`src/plcr_defs.vh`:
```
`ifndef PLCR_DEFS_VH
`define PLCR_DEFS_VH
// ---------------------------------------------------------------
// register byte addresses
// ---------------------------------------------------------------
`define PLCR_LINK_CAP_ADDR 8'hAC
`define PLCR_LINK_CTL_ADDR 8'hB0
`define PLCR_LINK_STS_ADDR 8'hB2
// ---------------------------------------------------------------
// link capabilities fields and reset values
// ---------------------------------------------------------------
`define PLCR_CAP_PORT_NUM 8'h02
`define PLCR_CAP_BW_NOTIFY 21
`define PLCR_CAP_CLK_REMOVE 18
`define PLCR_CAP_L1LAT_HI 17
`define PLCR_CAP_L1LAT_LO 15
`define PLCR_CAP_RSVD14_12 3'h4
`define PLCR_CAP_ASPM_HI 11
`define PLCR_CAP_ASPM_LO 10
`define PLCR_CAP_WIDTH_HI 9
`define PLCR_CAP_WIDTH_LO 4
`define PLCR_CAP_SPEED_HI 3
`define PLCR_CAP_SPEED_LO 0
`define PLCR_L1LAT_RST 3'h2
`define PLCR_ASPM_RST 2'h3
`define PLCR_WIDTH_RST 6'h10
`define PLCR_SPEED_RST 4'h2
`define PLCR_SPEED_GEN1 4'h1
`define PLCR_SPEED_GEN2 4'h2
// ---------------------------------------------------------------
// link control / status bits
// ---------------------------------------------------------------
`define PLCR_CTL_RST 16'h0000
`define PLCR_CTL_AUTO_BW_IE 11
`define PLCR_CTL_BW_MGMT_IE 10
`define PLCR_CTL_AUTO_WIDTH_DIS 9
`define PLCR_CTL_CLK_PM_EN 8
`define PLCR_STS_AUTO_BW 15
`define PLCR_STS_BW_MGMT 14
`endif

```
`src/plcr_wo_field.v`:
```
`timescale 1ns/1ps
`default_nettype none
// write-once field: a write lands only while no earlier lock_en has been seen since reset
module plcr_wo_field #(
    parameter W = 4,
    parameter [W-1:0] RST = {W{1'b0}}
) (
    input wire clock,
    input wire resetn,
    input wire wr_en,
    input wire [W-1:0] wr_data,
    input wire lock_en,
    output reg [W-1:0] value_r
);
    reg locked_r;
    always @(posedge clock or negedge resetn) begin
        if (!resetn) begin
            value_r <= RST;
            locked_r <= 1'b0;
        end else begin
            if (wr_en && !locked_r) begin
                value_r <= wr_data;
            end
            if (lock_en) begin
                locked_r <= 1'b1;
            end
        end
    end
endmodule
`default_nettype wire

```
`src/plcr_link_regs.v`:
```
`timescale 1ns/1ps
`default_nettype none
`include "plcr_defs.vh"
module plcr_link_regs #(
    parameter BW_NOTIFY_CAP = 1'b1,
    parameter CLK_REMOVE_CAP = 1'b0
) (
    input wire clock,
    input wire resetn,
    // ---------------------------------------------------------------
    // configuration access, dword addressed, byte enables
    // ---------------------------------------------------------------
    input wire cfg_wr,
    input wire cfg_rd,
    input wire [7:0] cfg_addr,
    input wire [3:0] cfg_be,
    input wire [31:0] cfg_wdata,
    output reg [31:0] cfg_rdata_r,
    // ---------------------------------------------------------------
    // link layer events
    // ---------------------------------------------------------------
    input wire hw_auto_bw_change,
    input wire hw_corrective_change,
    input wire retrain_done,
    input wire clkreq_req,
    output reg autonomous_width_disable_r,
    output reg clock_pm_enable_r,
    output reg clkreq_n_r,
    output reg irq_r
);
    reg autonomous_bw_irq_enable_r;
    reg bw_mgmt_irq_enable_r;
    reg autonomous_bw_status_r;
    reg bw_mgmt_status_r;
    wire [2:0] l1_exit_latency;
    wire [1:0] aspm_support;
    wire [5:0] max_lane_count;
    wire [3:0] max_speed_code;
    // byte addresses held at full width so the dword part can be selected without a shift
    localparam [7:0] CAP_ADDR = `PLCR_LINK_CAP_ADDR;
    localparam [7:0] CTL_ADDR = `PLCR_LINK_CTL_ADDR;
    // one-bit views of the capability parameters for the event gates and the read word
    localparam [0:0] BW_NOTIFY_BIT = BW_NOTIFY_CAP;
    localparam [0:0] CLK_REMOVE_BIT = CLK_REMOVE_CAP;
    wire cap_sel = (cfg_addr[7:2] == CAP_ADDR[7:2]);
    wire ctl_sel = (cfg_addr[7:2] == CTL_ADDR[7:2]);
    wire cap_wr = cfg_wr && cap_sel;
    wire ctl_wr = cfg_wr && ctl_sel && cfg_be[1];
    wire sts_wr = cfg_wr && ctl_sel && cfg_be[3];
    wire cap_any_wr = cap_wr && (cfg_be[2:0] != 3'h0);
    // ---------------------------------------------------------------
    // write-once capability fields
    // ---------------------------------------------------------------
    // the latency field spans bytes 1 and 2; a partial write would latch a mixed value,
    // so it lands only when both lanes are enabled
    plcr_wo_field #(.W(3), .RST(`PLCR_L1LAT_RST)) u_l1lat (
        .clock(clock),
        .resetn(resetn),
        .wr_en(cap_wr && cfg_be[1] && cfg_be[2]),
        .wr_data(cfg_wdata[`PLCR_CAP_L1LAT_HI:`PLCR_CAP_L1LAT_LO]),
        .lock_en(cap_any_wr),
        .value_r(l1_exit_latency)
    );
    plcr_wo_field #(.W(2), .RST(`PLCR_ASPM_RST)) u_aspm (
        .clock(clock),
        .resetn(resetn),
        .wr_en(cap_wr && cfg_be[1]),
        .wr_data(cfg_wdata[`PLCR_CAP_ASPM_HI:`PLCR_CAP_ASPM_LO]),
        .lock_en(cap_any_wr),
        .value_r(aspm_support)
    );
    plcr_wo_field #(.W(6), .RST(`PLCR_WIDTH_RST)) u_width (
        .clock(clock),
        .resetn(resetn),
        .wr_en(cap_wr && cfg_be[0] && cfg_be[1]),
        .wr_data(cfg_wdata[`PLCR_CAP_WIDTH_HI:`PLCR_CAP_WIDTH_LO]),
        .lock_en(cap_any_wr),
        .value_r(max_lane_count)
    );
    plcr_wo_field #(.W(4), .RST(`PLCR_SPEED_RST)) u_speed (
        .clock(clock),
        .resetn(resetn),
        .wr_en(cap_wr && cfg_be[0]),
        .wr_data(cfg_wdata[`PLCR_CAP_SPEED_HI:`PLCR_CAP_SPEED_LO]),
        .lock_en(cap_any_wr),
        .value_r(max_speed_code)
    );
    // ---------------------------------------------------------------
    // link control and status: event decode
    // ---------------------------------------------------------------
    // a corrective change is never reported as autonomous, even when both strobes
    // arrive together; without the notification capability neither flag can set
    wire auto_bw_event = hw_auto_bw_change && !hw_corrective_change && BW_NOTIFY_BIT;
    wire bw_mgmt_event = (retrain_done || hw_corrective_change) && BW_NOTIFY_BIT;
    // status flags clear when software writes a one to them in the upper half
    wire auto_bw_clear = sts_wr && cfg_wdata[16 + `PLCR_STS_AUTO_BW];
    wire bw_mgmt_clear = sts_wr && cfg_wdata[16 + `PLCR_STS_BW_MGMT];
    // ---------------------------------------------------------------
    // next-state logic for control and status
    // ---------------------------------------------------------------
    reg autonomous_bw_irq_enable_nxt;
    reg bw_mgmt_irq_enable_nxt;
    reg autonomous_bw_status_nxt;
    reg bw_mgmt_status_nxt;
    reg clkreq_n_nxt;
    reg irq_nxt;
    always @* begin
        autonomous_bw_irq_enable_nxt = autonomous_bw_irq_enable_r;
        bw_mgmt_irq_enable_nxt = bw_mgmt_irq_enable_r;
        if (ctl_wr) begin
            // without the notification capability the enable never leaves zero
            autonomous_bw_irq_enable_nxt = BW_NOTIFY_BIT ? cfg_wdata[`PLCR_CTL_AUTO_BW_IE] : 1'b0;
            bw_mgmt_irq_enable_nxt = cfg_wdata[`PLCR_CTL_BW_MGMT_IE];
        end
    end
    // a hardware event in the same cycle as a software clear wins, so no event is lost
    always @* begin
        autonomous_bw_status_nxt = autonomous_bw_status_r;
        bw_mgmt_status_nxt = bw_mgmt_status_r;
        if (auto_bw_event) begin
            autonomous_bw_status_nxt = 1'b1;
        end else if (auto_bw_clear) begin
            autonomous_bw_status_nxt = 1'b0;
        end
        if (bw_mgmt_event) begin
            bw_mgmt_status_nxt = 1'b1;
        end else if (bw_mgmt_clear) begin
            bw_mgmt_status_nxt = 1'b0;
        end
    end
    always @* begin
        // clock request held low unless clock power management is enabled
        clkreq_n_nxt = clock_pm_enable_r ? !clkreq_req : 1'b0;
        // level request: it drops one cycle after the flag is cleared or its enable goes
        irq_nxt = (autonomous_bw_status_r && autonomous_bw_irq_enable_r) ||
            (bw_mgmt_status_r && bw_mgmt_irq_enable_r);
    end
    // ---------------------------------------------------------------
    // control and status registers
    // ---------------------------------------------------------------
    always @(posedge clock or negedge resetn) begin
        if (!resetn) begin
            autonomous_bw_irq_enable_r <= 1'b0;
            bw_mgmt_irq_enable_r <= 1'b0;
            autonomous_width_disable_r <= 1'b0;
            clock_pm_enable_r <= 1'b0;
            autonomous_bw_status_r <= 1'b0;
            bw_mgmt_status_r <= 1'b0;
            clkreq_n_r <= 1'b0;
            irq_r <= 1'b0;
        end else begin
            autonomous_bw_irq_enable_r <= autonomous_bw_irq_enable_nxt;
            bw_mgmt_irq_enable_r <= bw_mgmt_irq_enable_nxt;
            // width disable is read-only and stays clear: no write path reaches it
            autonomous_width_disable_r <= 1'b0;
            // the enable is read-only here and tied off, even where CLK_REMOVE_CAP offers clock removal
            clock_pm_enable_r <= 1'b0;
            autonomous_bw_status_r <= autonomous_bw_status_nxt;
            bw_mgmt_status_r <= bw_mgmt_status_nxt;
            clkreq_n_r <= clkreq_n_nxt;
            irq_r <= irq_nxt;
        end
    end
    // ---------------------------------------------------------------
    // read data, one cycle after the read strobe
    // ---------------------------------------------------------------
    wire [31:0] cap_word;
    wire [31:0] ctl_word;
    reg [31:0] cfg_rdata_nxt;
    assign cap_word = {`PLCR_CAP_PORT_NUM, 2'h0, BW_NOTIFY_BIT, 2'h0,
        CLK_REMOVE_BIT, l1_exit_latency, `PLCR_CAP_RSVD14_12,
        aspm_support, max_lane_count, max_speed_code};
    assign ctl_word = {autonomous_bw_status_r, bw_mgmt_status_r, 14'h0000,
        4'h0, autonomous_bw_irq_enable_r, bw_mgmt_irq_enable_r,
        autonomous_width_disable_r, clock_pm_enable_r, 8'h00};
    // the data register holds between reads, so a slow reader still finds it standing
    always @* begin
        cfg_rdata_nxt = cfg_rdata_r;
        if (cfg_rd) begin
            if (cap_sel) begin
                cfg_rdata_nxt = cap_word;
            end else if (ctl_sel) begin
                cfg_rdata_nxt = ctl_word;
            end else begin
                cfg_rdata_nxt = 32'h00000000;
            end
        end
    end
    always @(posedge clock or negedge resetn) begin
        if (!resetn) begin
            cfg_rdata_r <= 32'h00000000;
        end else begin
            cfg_rdata_r <= cfg_rdata_nxt;
        end
    end
endmodule
`default_nettype wire

```
`config.mk`:
```
export PLATFORM = sky130hd
export DESIGN_NAME = plcr_link_regs
export DESIGN_NICKNAME = d
export VERILOG_FILES = /design/src/plcr_wo_field.v /design/src/plcr_link_regs.v
export VERILOG_INCLUDE_DIRS = /design/src
export SDC_FILE = /design/constraint.sdc
export NUM_CORES = 1
export LEC_CHECK = 0
export ABC_AREA = 1
export BUFFER_PORTS_ARGS = -buffer_cell sky130_fd_sc_hd__buf_4
export CELL_PAD_IN_SITES_DETAIL_PLACEMENT = 0
export CELL_PAD_IN_SITES_GLOBAL_PLACEMENT = 1
export CORE_UTILIZATION = 30
export CTS_CLUSTER_SIZE = 12
export DETAILED_ROUTE_END_ITERATION = 10
export HOLD_SLACK_MARGIN = 0.1
export PLACE_DENSITY_LB_ADDON = 0.1
export SLEW_MARGIN = 20
export SYNTH_ARGS = -nofsm -noshare
export SYNTH_HDL_FRONTEND = slang
export SYNTH_HIERARCHICAL = 1
export SYNTH_SLANG_ARGS = --single-unit
```
`constraint.sdc`:
```
create_clock -name clock -period 1 [get_ports clock]
set_clock_uncertainty 0.2 [all_clocks]
set_input_delay 0.05 -clock clock [delete_from_list [all_inputs] [get_ports clock]]
set_output_delay 0.05 -clock clock [all_outputs]
set_load 0.02 [all_outputs]
```
==> results by group, run 1 <==
Setup path
  • Max FO, Critical Path: 4
  • Worst EP arrival: 0.87 ns
  • Critical path class: reg2out
  • Critical Path Sink Type: output pin
  • Buffer and inverter count on the worst path: 1
  • Crit path max-delay family: flip-flops
  • Worst path slowest cell: dfrtp_1
  • Crit path cell chain: buf_4
  • CP max stage delay: between 0.4 and 0.5 ns
  • CP required: roughly 0.75 ns
  • CP startpoint kind: register

Layout
  • Nets: approximately 380
  • Final instance area: between 3000 and 4000 µm²
  • Syn-to-layout area delta: 62.5%
  • Final Core Density: between 50% and 60%
  • # diodes: 0
  • Commonest non-fill, non-tap cell in the layout: buf_4
  • Layout cell share with drive strength beyond 1: a little over two fifths
  • Most frequent cells in the layout: buf_4 (59), nand2_1 (54), dfrtp_1 (37), inv_1 (23), buf_6 (23)

Global route
  • Largest net degree at the start of global routing: 20
  • Total grt overflow: 0
  • Gr usage total: approximately 14%
  • Number of antenna violations at the first check in global routing: 0
  • Vias in the first global route: between 1.5k and 2k
  • First-pass GRT wire length: 7.13 mm

Power
  • Psw: slightly above 900 µW
  • Sw frac: roughly 23%
  • VDD IR max: 0.000636 V
  • Combinational share of power: about 14%
  • Clock share of power: about 40%
  • PD cells: between 1000 and 1500 nW/µm²
  • Design Power: 4080 µW
  • Sequential share of power: between 40% and 50%
  • Int Power: 3150 µW
  • LEAKAGE: between 0.0015 and 0.002 µW

CTS
  • CTS tree: built
  • CTS HTree Levels: 2
  • CTS Buffer Depth: 2
  • CTS Buf Count: 5
  • Clock transition at the registers of the reported paths: around 0.08 ns
  • Clock latency on the worst-skew pair: approximately 0.29 ns
  • Root Driver: clkbuf_8
  • Hold buffer count at cts: 21
  • Clk sinks: 42

Place
  • Dpl ws: -0.395 ns
  • RePlAce Congestion: 0.717
  • Area after DPL: roughly 2600 µm²
  • DPL Wire Length: roughly 3.1 mm
  • Buffers on Ports: 54

Synthesis
  • Post-Syn Instances: 215
  • Ys flop type: dfrtp_1
  • Adder-cell share of the synthesized area: 0%
  • Synth Warn #: 6
  • Sequential-to-total area share from yosys stat: a little over half
  • Synth Area in Simple Gates: 25.9%
  • Largest family of logic cells by synthesized area: simple AND/OR/NAND/NOR gates
  • Async SR Flop Fraction: between 90% and 100%
  • Post-Synth XOR/XNOR Area: 0%
  • Yosys cell types: 25
  • Share of the synthesized area in the top cell type: a little under half
  • Cell taking the most area after synthesis: dfrtp_1
  • Syn Std Cell Area: 1950 µm²
  • Syn Area/Cell: 9.05 µm²
  • Synth Register Bits: 42
  • Post-synth EDFFs: 0
  • Compound-Gate Fraction of Synth Area: between 6 and 7%
  • Top cells by area, synth: dfrtp_1 (48%), nand2_1 (12%), dfstp_2 (6.8%)
  • Post-synthesis mux area share: 0%

Timing
  • Worst hold slack: -0.591 ns
  • Worst setup margin: -0.117 ns
  • Fin. Hold Viols: 48
  • Fin crit period: 1.12 ns
  • Final setup viols: 36
  • Unrepaired setup endpoints after global routing: true
  • Max-slew violations: 0
  • Fin crit share: 112%
  • Max Freq: between 800 and 900 MHz

Drt
  • Wire length per cell: ~11 µm
  • DRT antenna net count: 0
  • Remaining DRCs: 0
  • Iteration-0 DRC count of the detailed router: 33
  • Vias/cell: approximately 4.2
  • Routed wire length: 4.39 mm
  • Via count: 1681
  • Pre-Repair DR Iteration Count: 4

Floorplanning
  • Die height: between 80 and 90 µm
  • Die Wd: 82.5 µm
  • Initial Utilization: about a third
  • I/O pins: 88
  • Die area: 6810 µm²
  • Core box area: around 6100 µm²
  • # rows: 28

Status
  • Outcome: complete, but fails checks
  • Failing checks: negative hold slack, negative setup slack

Hold path
  • Hold WC Path Type: in2async

Run
  • Max-cap violations: 0
## stage by stage
stage          setup TNS (ns)  instances  hold slack [ns]
6_report                -2.09        400           -0.591
5_1_grt                 -4.04        400           -0.596
4_1_cts                 -2.26        399           -0.596
3_5_place_dp           -10.40        360           -0.273
3_3_place_gp           -10.42        360           -0.275
2_1_floorplan           -2.97        229           -0.446
## worst paths after layout
path	end	depth (start not counted)	from	slack [ns]
worst max-delay path	cfg_rdata_r[21]	1	cfg_rdata_r[25]$_DFFE_PN0P_	-0.12
worst min-delay path	u_width/value_r[3]$_DFFE_PN0P_	1	resetn	-0.59
worst max register to register	u_width/value_r[0]$_DFFE_PN0P_	4	u_width/locked_r$_DFFE_PN0P_	-0.06
worst min register to register	u_width/value_r[4]$_DFFE_PN1P_	2	u_width/value_r[4]$_DFFE_PN1P_	0.26
max in group asynchronous	u_width/value_r[4]$_DFFE_PN1P_	2	resetn	0.72
min in group clock	cfg_rdata_r[30]$_DFFE_PN0P_	3	cfg_rd	-0.14
## logic make-up after synthesis
logic type,after synthesis
other,1
AO/OA/AOI/OAI,17
buffers and inverters,49
flip-flops,42
AND/OR/NAND/NOR,106
## routing by layer
layer	up-vias	track usage (%)	part of all wire, %
li1	864	-	-
met1	774	17.7	46
met2	41	24.5	49
met3	2	2.97	4.2
met4	0	4.66	0.66
met5	-	0	0
## sequential cells by signal, summed over array words and instances (netlist names)
register and count:
bw_mgmt_status_r 1, bw_mgmt_irq_enable_r 1, autonomous_bw_status_r 1, cfg_rdata_r 18, u_l1lat/value_r 3, irq_r 1, u_aspm/locked_r 1, u_width/value_r 6
u_speed/value_r 4, u_width/locked_r 1, u_aspm/value_r 2, autonomous_bw_irq_enable_r 1, u_l1lat/locked_r 1, u_speed/locked_r 1
## power groups by stage
stage / Clock, µW / Combinational [µW] / Sequential [µW]
after floorplan: 0 / 263 / 1870
after global placement: 0 / 504 / 1870
after detailed placement: 0 / 506 / 1870
after CTS: 1700 / 597 / 1840
after global routing: 1780 / 658 / 1850
final: 1650 / 592 / 1840
## Yosys cell counts, types with 2 or more instances
library cell,count
nand2_1,61
dfrtp_1,37
inv_1,24
nand3_1,21
buf_4,17
o21ai_2,9
dfstp_2,5
nor2_1,5
inv_2,4
nand2_2,4
nand4_1,4
o21ai_0,4
nand3_2,3
buf_2,2
nor2_4,2
o21ai_1,2
or2_1,2
or2_2,2
## layout make-up
type                            instances  area, µm²
Fill cell                             600       2930
Timing Repair Buffer                  108       1010
Clock inverter                          2       60.1
Multi-Input combinational cell        138        743
Sequential cell                        42       1060
Clock buffer                            6       82.6
Inverter                               29        118
Tap cell                               75       93.8
## timing repair
item / CTS / global route
buffers inserted: 10 / 1
pin swaps: 9 / 8
hold endpoints to repair: 83 / 69
setup endpoints to repair: 33 / 43
gates resized for setup: 33 / 6
(Power assumes the default switching activity.)
==> run 2: changes to the inputs <==
Settings changed: ABC_AREA 1 to default, CORE_UTILIZATION 30 to 32, CTS_CLUSTER_DIAMETER from default to 120.
==> results by group, run 2 <==
Layout
  • # diodes: 0
  • Top flop regs: cfg_rdata_r (18), u_width/value_r (6), u_speed/value_r (4)
  • Max reg flops: 18
  • Nets: a little over 300
  • Largest Register: cfg_rdata_r
  • Most frequent cells in the layout: buf_4 (48), dfrtp_1 (36), buf_6 (29), mux2_4 (18), dlygate4sd3_1 (16)
  • Layout cell share with drive strength beyond 1: between 50 and 60%
  • Syn-to-layout area delta: 55.0%
  • Commonest non-fill, non-tap cell in the layout: buf_4
  • Number of fill cells: around 550

CTS
  • Root Driver: clkbuf_8
  • Clock latency on the worst-skew pair: approximately 0.30 ns
  • Clock transition at the registers of the reported paths: about 0.090 ns
  • Clk sinks: 42
  • CTS Buf Count: 5
  • CTS HTree Levels: 2
  • Hold buffer count at cts: 16
  • CTS Buffer Depth: 2
  • CTS tree: built

Setup path
  • CP startpoint kind: input pin
  • Critical path class: in2reg
  • Worst path slowest cell: mux2_4
  • Max FO, Critical Path: 6
  • Buffer and inverter count on the worst path: 1
  • CP required: between 0.9 and 1 ns
  • Crit path cell chain: buf_6 > and3b_2 > and2_4 > and4_1 > nor2b_4 > mux2_4
  • Crit path max-delay family: simple AND/OR/NAND/NOR gates
  • Worst EP arrival: between 1 and 1.5 ns
  • R2R Setup Slk: -0.31 ns
  • CP max stage delay: around 0.33 ns
  • Critical Path Sink Type: register

Status
  • Outcome: complete, but fails checks
  • Failing checks: negative hold slack, negative setup slack

Timing
  • Fin. Hold Viols: 12
  • Worst setup margin: -0.340 ns
  • Max-slew violations: 0
  • Unrepaired setup endpoints after global routing: true
  • Worst hold slack: -0.185 ns
  • Max Freq: between 700 and 800 MHz
  • Fin crit share: 134%
  • Fin crit period: between 1 and 1.5 ns
  • Final setup viols: 46

Synthesis
  • Synth Register Bits: 42
  • Share of the synthesized area in the top cell type: between 40% and 50%
  • Sequential-to-total area share from yosys stat: 53.3%
  • Top cells by area, synth: dfrtp_1 (47%), mux2_4 (14%), buf_4 (6.8%)
  • Post-synthesis mux area share: 14.6%
  • Ys flop type: dfrtp_1
  • Yosys cell types: 33
  • Async SR Flop Fraction: 100%
  • Top cells by count, synth: dfrtp_1 (37), buf_4 (18), mux2_4 (18), inv_1 (16), nand2_1 (16)
  • Compound-Gate Fraction of Synth Area: between 8 and 9%
  • Post-synth EDFFs: 0
  • Post-Synth XOR/XNOR Area: 0%
  • Post-Syn Instances: between 150 and 200
  • Adder-cell share of the synthesized area: 0%
  • Synth Warn #: 6
  • Cell taking the most area after synthesis: dfrtp_1
  • Syn Area/Cell: 12.0 µm²
  • Most numerous cell in the Yosys netlist: dfrtp_1
  • Largest family of logic cells by synthesized area: multiplexers
  • Syn Std Cell Area: approximately 2000 µm²
  • Synth Area in Simple Gates: a little under an eighth

Drt
  • DRT antenna net count: 0
  • Vias/cell: around 4.5
  • Via count: between 1.5k and 2k
  • Pre-Repair DR Iteration Count: 5
  • Remaining DRCs: 0
  • Iteration-0 DRC count of the detailed router: 49
  • Routed wire length: about 4.6 mm
  • Wire length per cell: 13.8 µm

Power
  • LEAKAGE: roughly 0.0015 µW
  • PD cells: 1150 nW/µm²
  • VDD IR max: 0.000481 V

Global route
  • Largest net degree at the start of global routing: 43
  • First-pass GRT wire length: roughly 7.1 mm
  • Number of antenna violations at the first check in global routing: 0
  • Total grt overflow: 0
  • Vias in the first global route: around 1.5k
  • Gr usage total: between 10% and 20%

Hold path
  • Hold WC Path Type: in2reg

Floorplanning
  • Core box area: between 5000 and 6000 µm²
  • # rows: 28
  • I/O pins: roughly 90
  • Initial Utilization: between 30% and 40%
  • Die area: approximately 6500 µm²
  • Die height: ~81 µm
  • Die Wd: about 81 µm

Place
  • DPL Wire Length: roughly 3.1 mm
  • Buffers on Ports: 54
  • Dpl ws: -0.688 ns
  • RePlAce Congestion: 0.733

Run
  • Max-cap violations: 0
-- run 2: cell types whose count changed in the layout (fill, tap and decap cells not counted), moves of 8 or more --
cell and change:
nand2_1 -39, nand3_1 -20, mux2_4 +18, buf_4 -11, inv_1 -9, nand2_2 -9
o21ai_2 -9, o22ai_1 +8
-- run 2: where the power goes --
group | switching [µW] | internal [µW]
clock | 633 | 504
combinational | 234 | 293
sequential | 64.9 | 1790
total | 932 | 2590
-- run 2: logic make-up (layout without fill, tap and decap cells) --
family	count (synthesis)	in the layout
other	1	15
buffers and inverters	40	121
multiplexers	20	20
flip-flops	42	42
AND/OR/NAND/NOR	39	39
AO/OA/AOI/OAI	23	23
-- run 2: metrics by stage --
step                      utilization, %  cells  setup TNS, ns  area [µm²]  total power (µW)
after floorplan                        -    179          -7.46        2040              2130
after global placement              41.9    296         -13.95        2500              2310
after detailed placement            41.9    296         -15.02        2500              2320
after CTS                           48.7    326          -6.46        2900              3540
after global routing                51.6    335          -8.38        3070              3690
final                               51.6    335          -6.88        3070              3520
-- run 2: layout make-up --
class                      count  area [µm²]  area share, %
inverter                      16        60.1           1.95
multi-input combinational     97         835           27.2
timing repair buffer          97         932           30.3
tap                           75        93.8           3.05
clock inverter                 3        25.0          0.814
sequential                    42        1060           34.4
clock buffer                   5        68.8           2.24
-- run 2: final timing paths --
kind | cells after the start | start | end
max in group asynchronous | 3 | resetn | u_aspm/value_r[1]$_DFFE_PN1P_
hold / removal | 2 | retrain_done | bw_mgmt_status_r$_DFFE_PN0P_
hold reg to reg | 2 | u_width/value_r[4]$_DFFE_PN1P_ | cfg_rdata_r[8]$_DFFE_PN0P_
setup / recovery | 6 | cfg_addr[4] | u_width/value_r[3]$_DFFE_PN0P_
setup reg to reg | 2 | u_width/locked_r$_DFFE_PN0P_ | u_width/value_r[3]$_DFFE_PN0P_
min in group asynchronous | 3 | resetn | cfg_rdata_r[6]$_DFFE_PN0P_
-- run 2: metal layers --
layer | vias up | GRT usage (%) | routed length, µm
li1 | 709 | - | -
met1 | 740 | 19.2 | 2000
met2 | 51 | 23.6 | 2310
met3 | 6 | 3.64 | 277
met4 | 0 | 4.82 | 47
met5 | - | 0 | 0
-- run 2: timing repair --
action | CTS | global route
buffers inserted | 6 | 8
endpoints found under the setup margin | 45 | 49
endpoints found under the hold margin | 83 | 52
pin swaps | 5 | 4
cloned | 0 | 1
gates resized for setup | 26 | 19
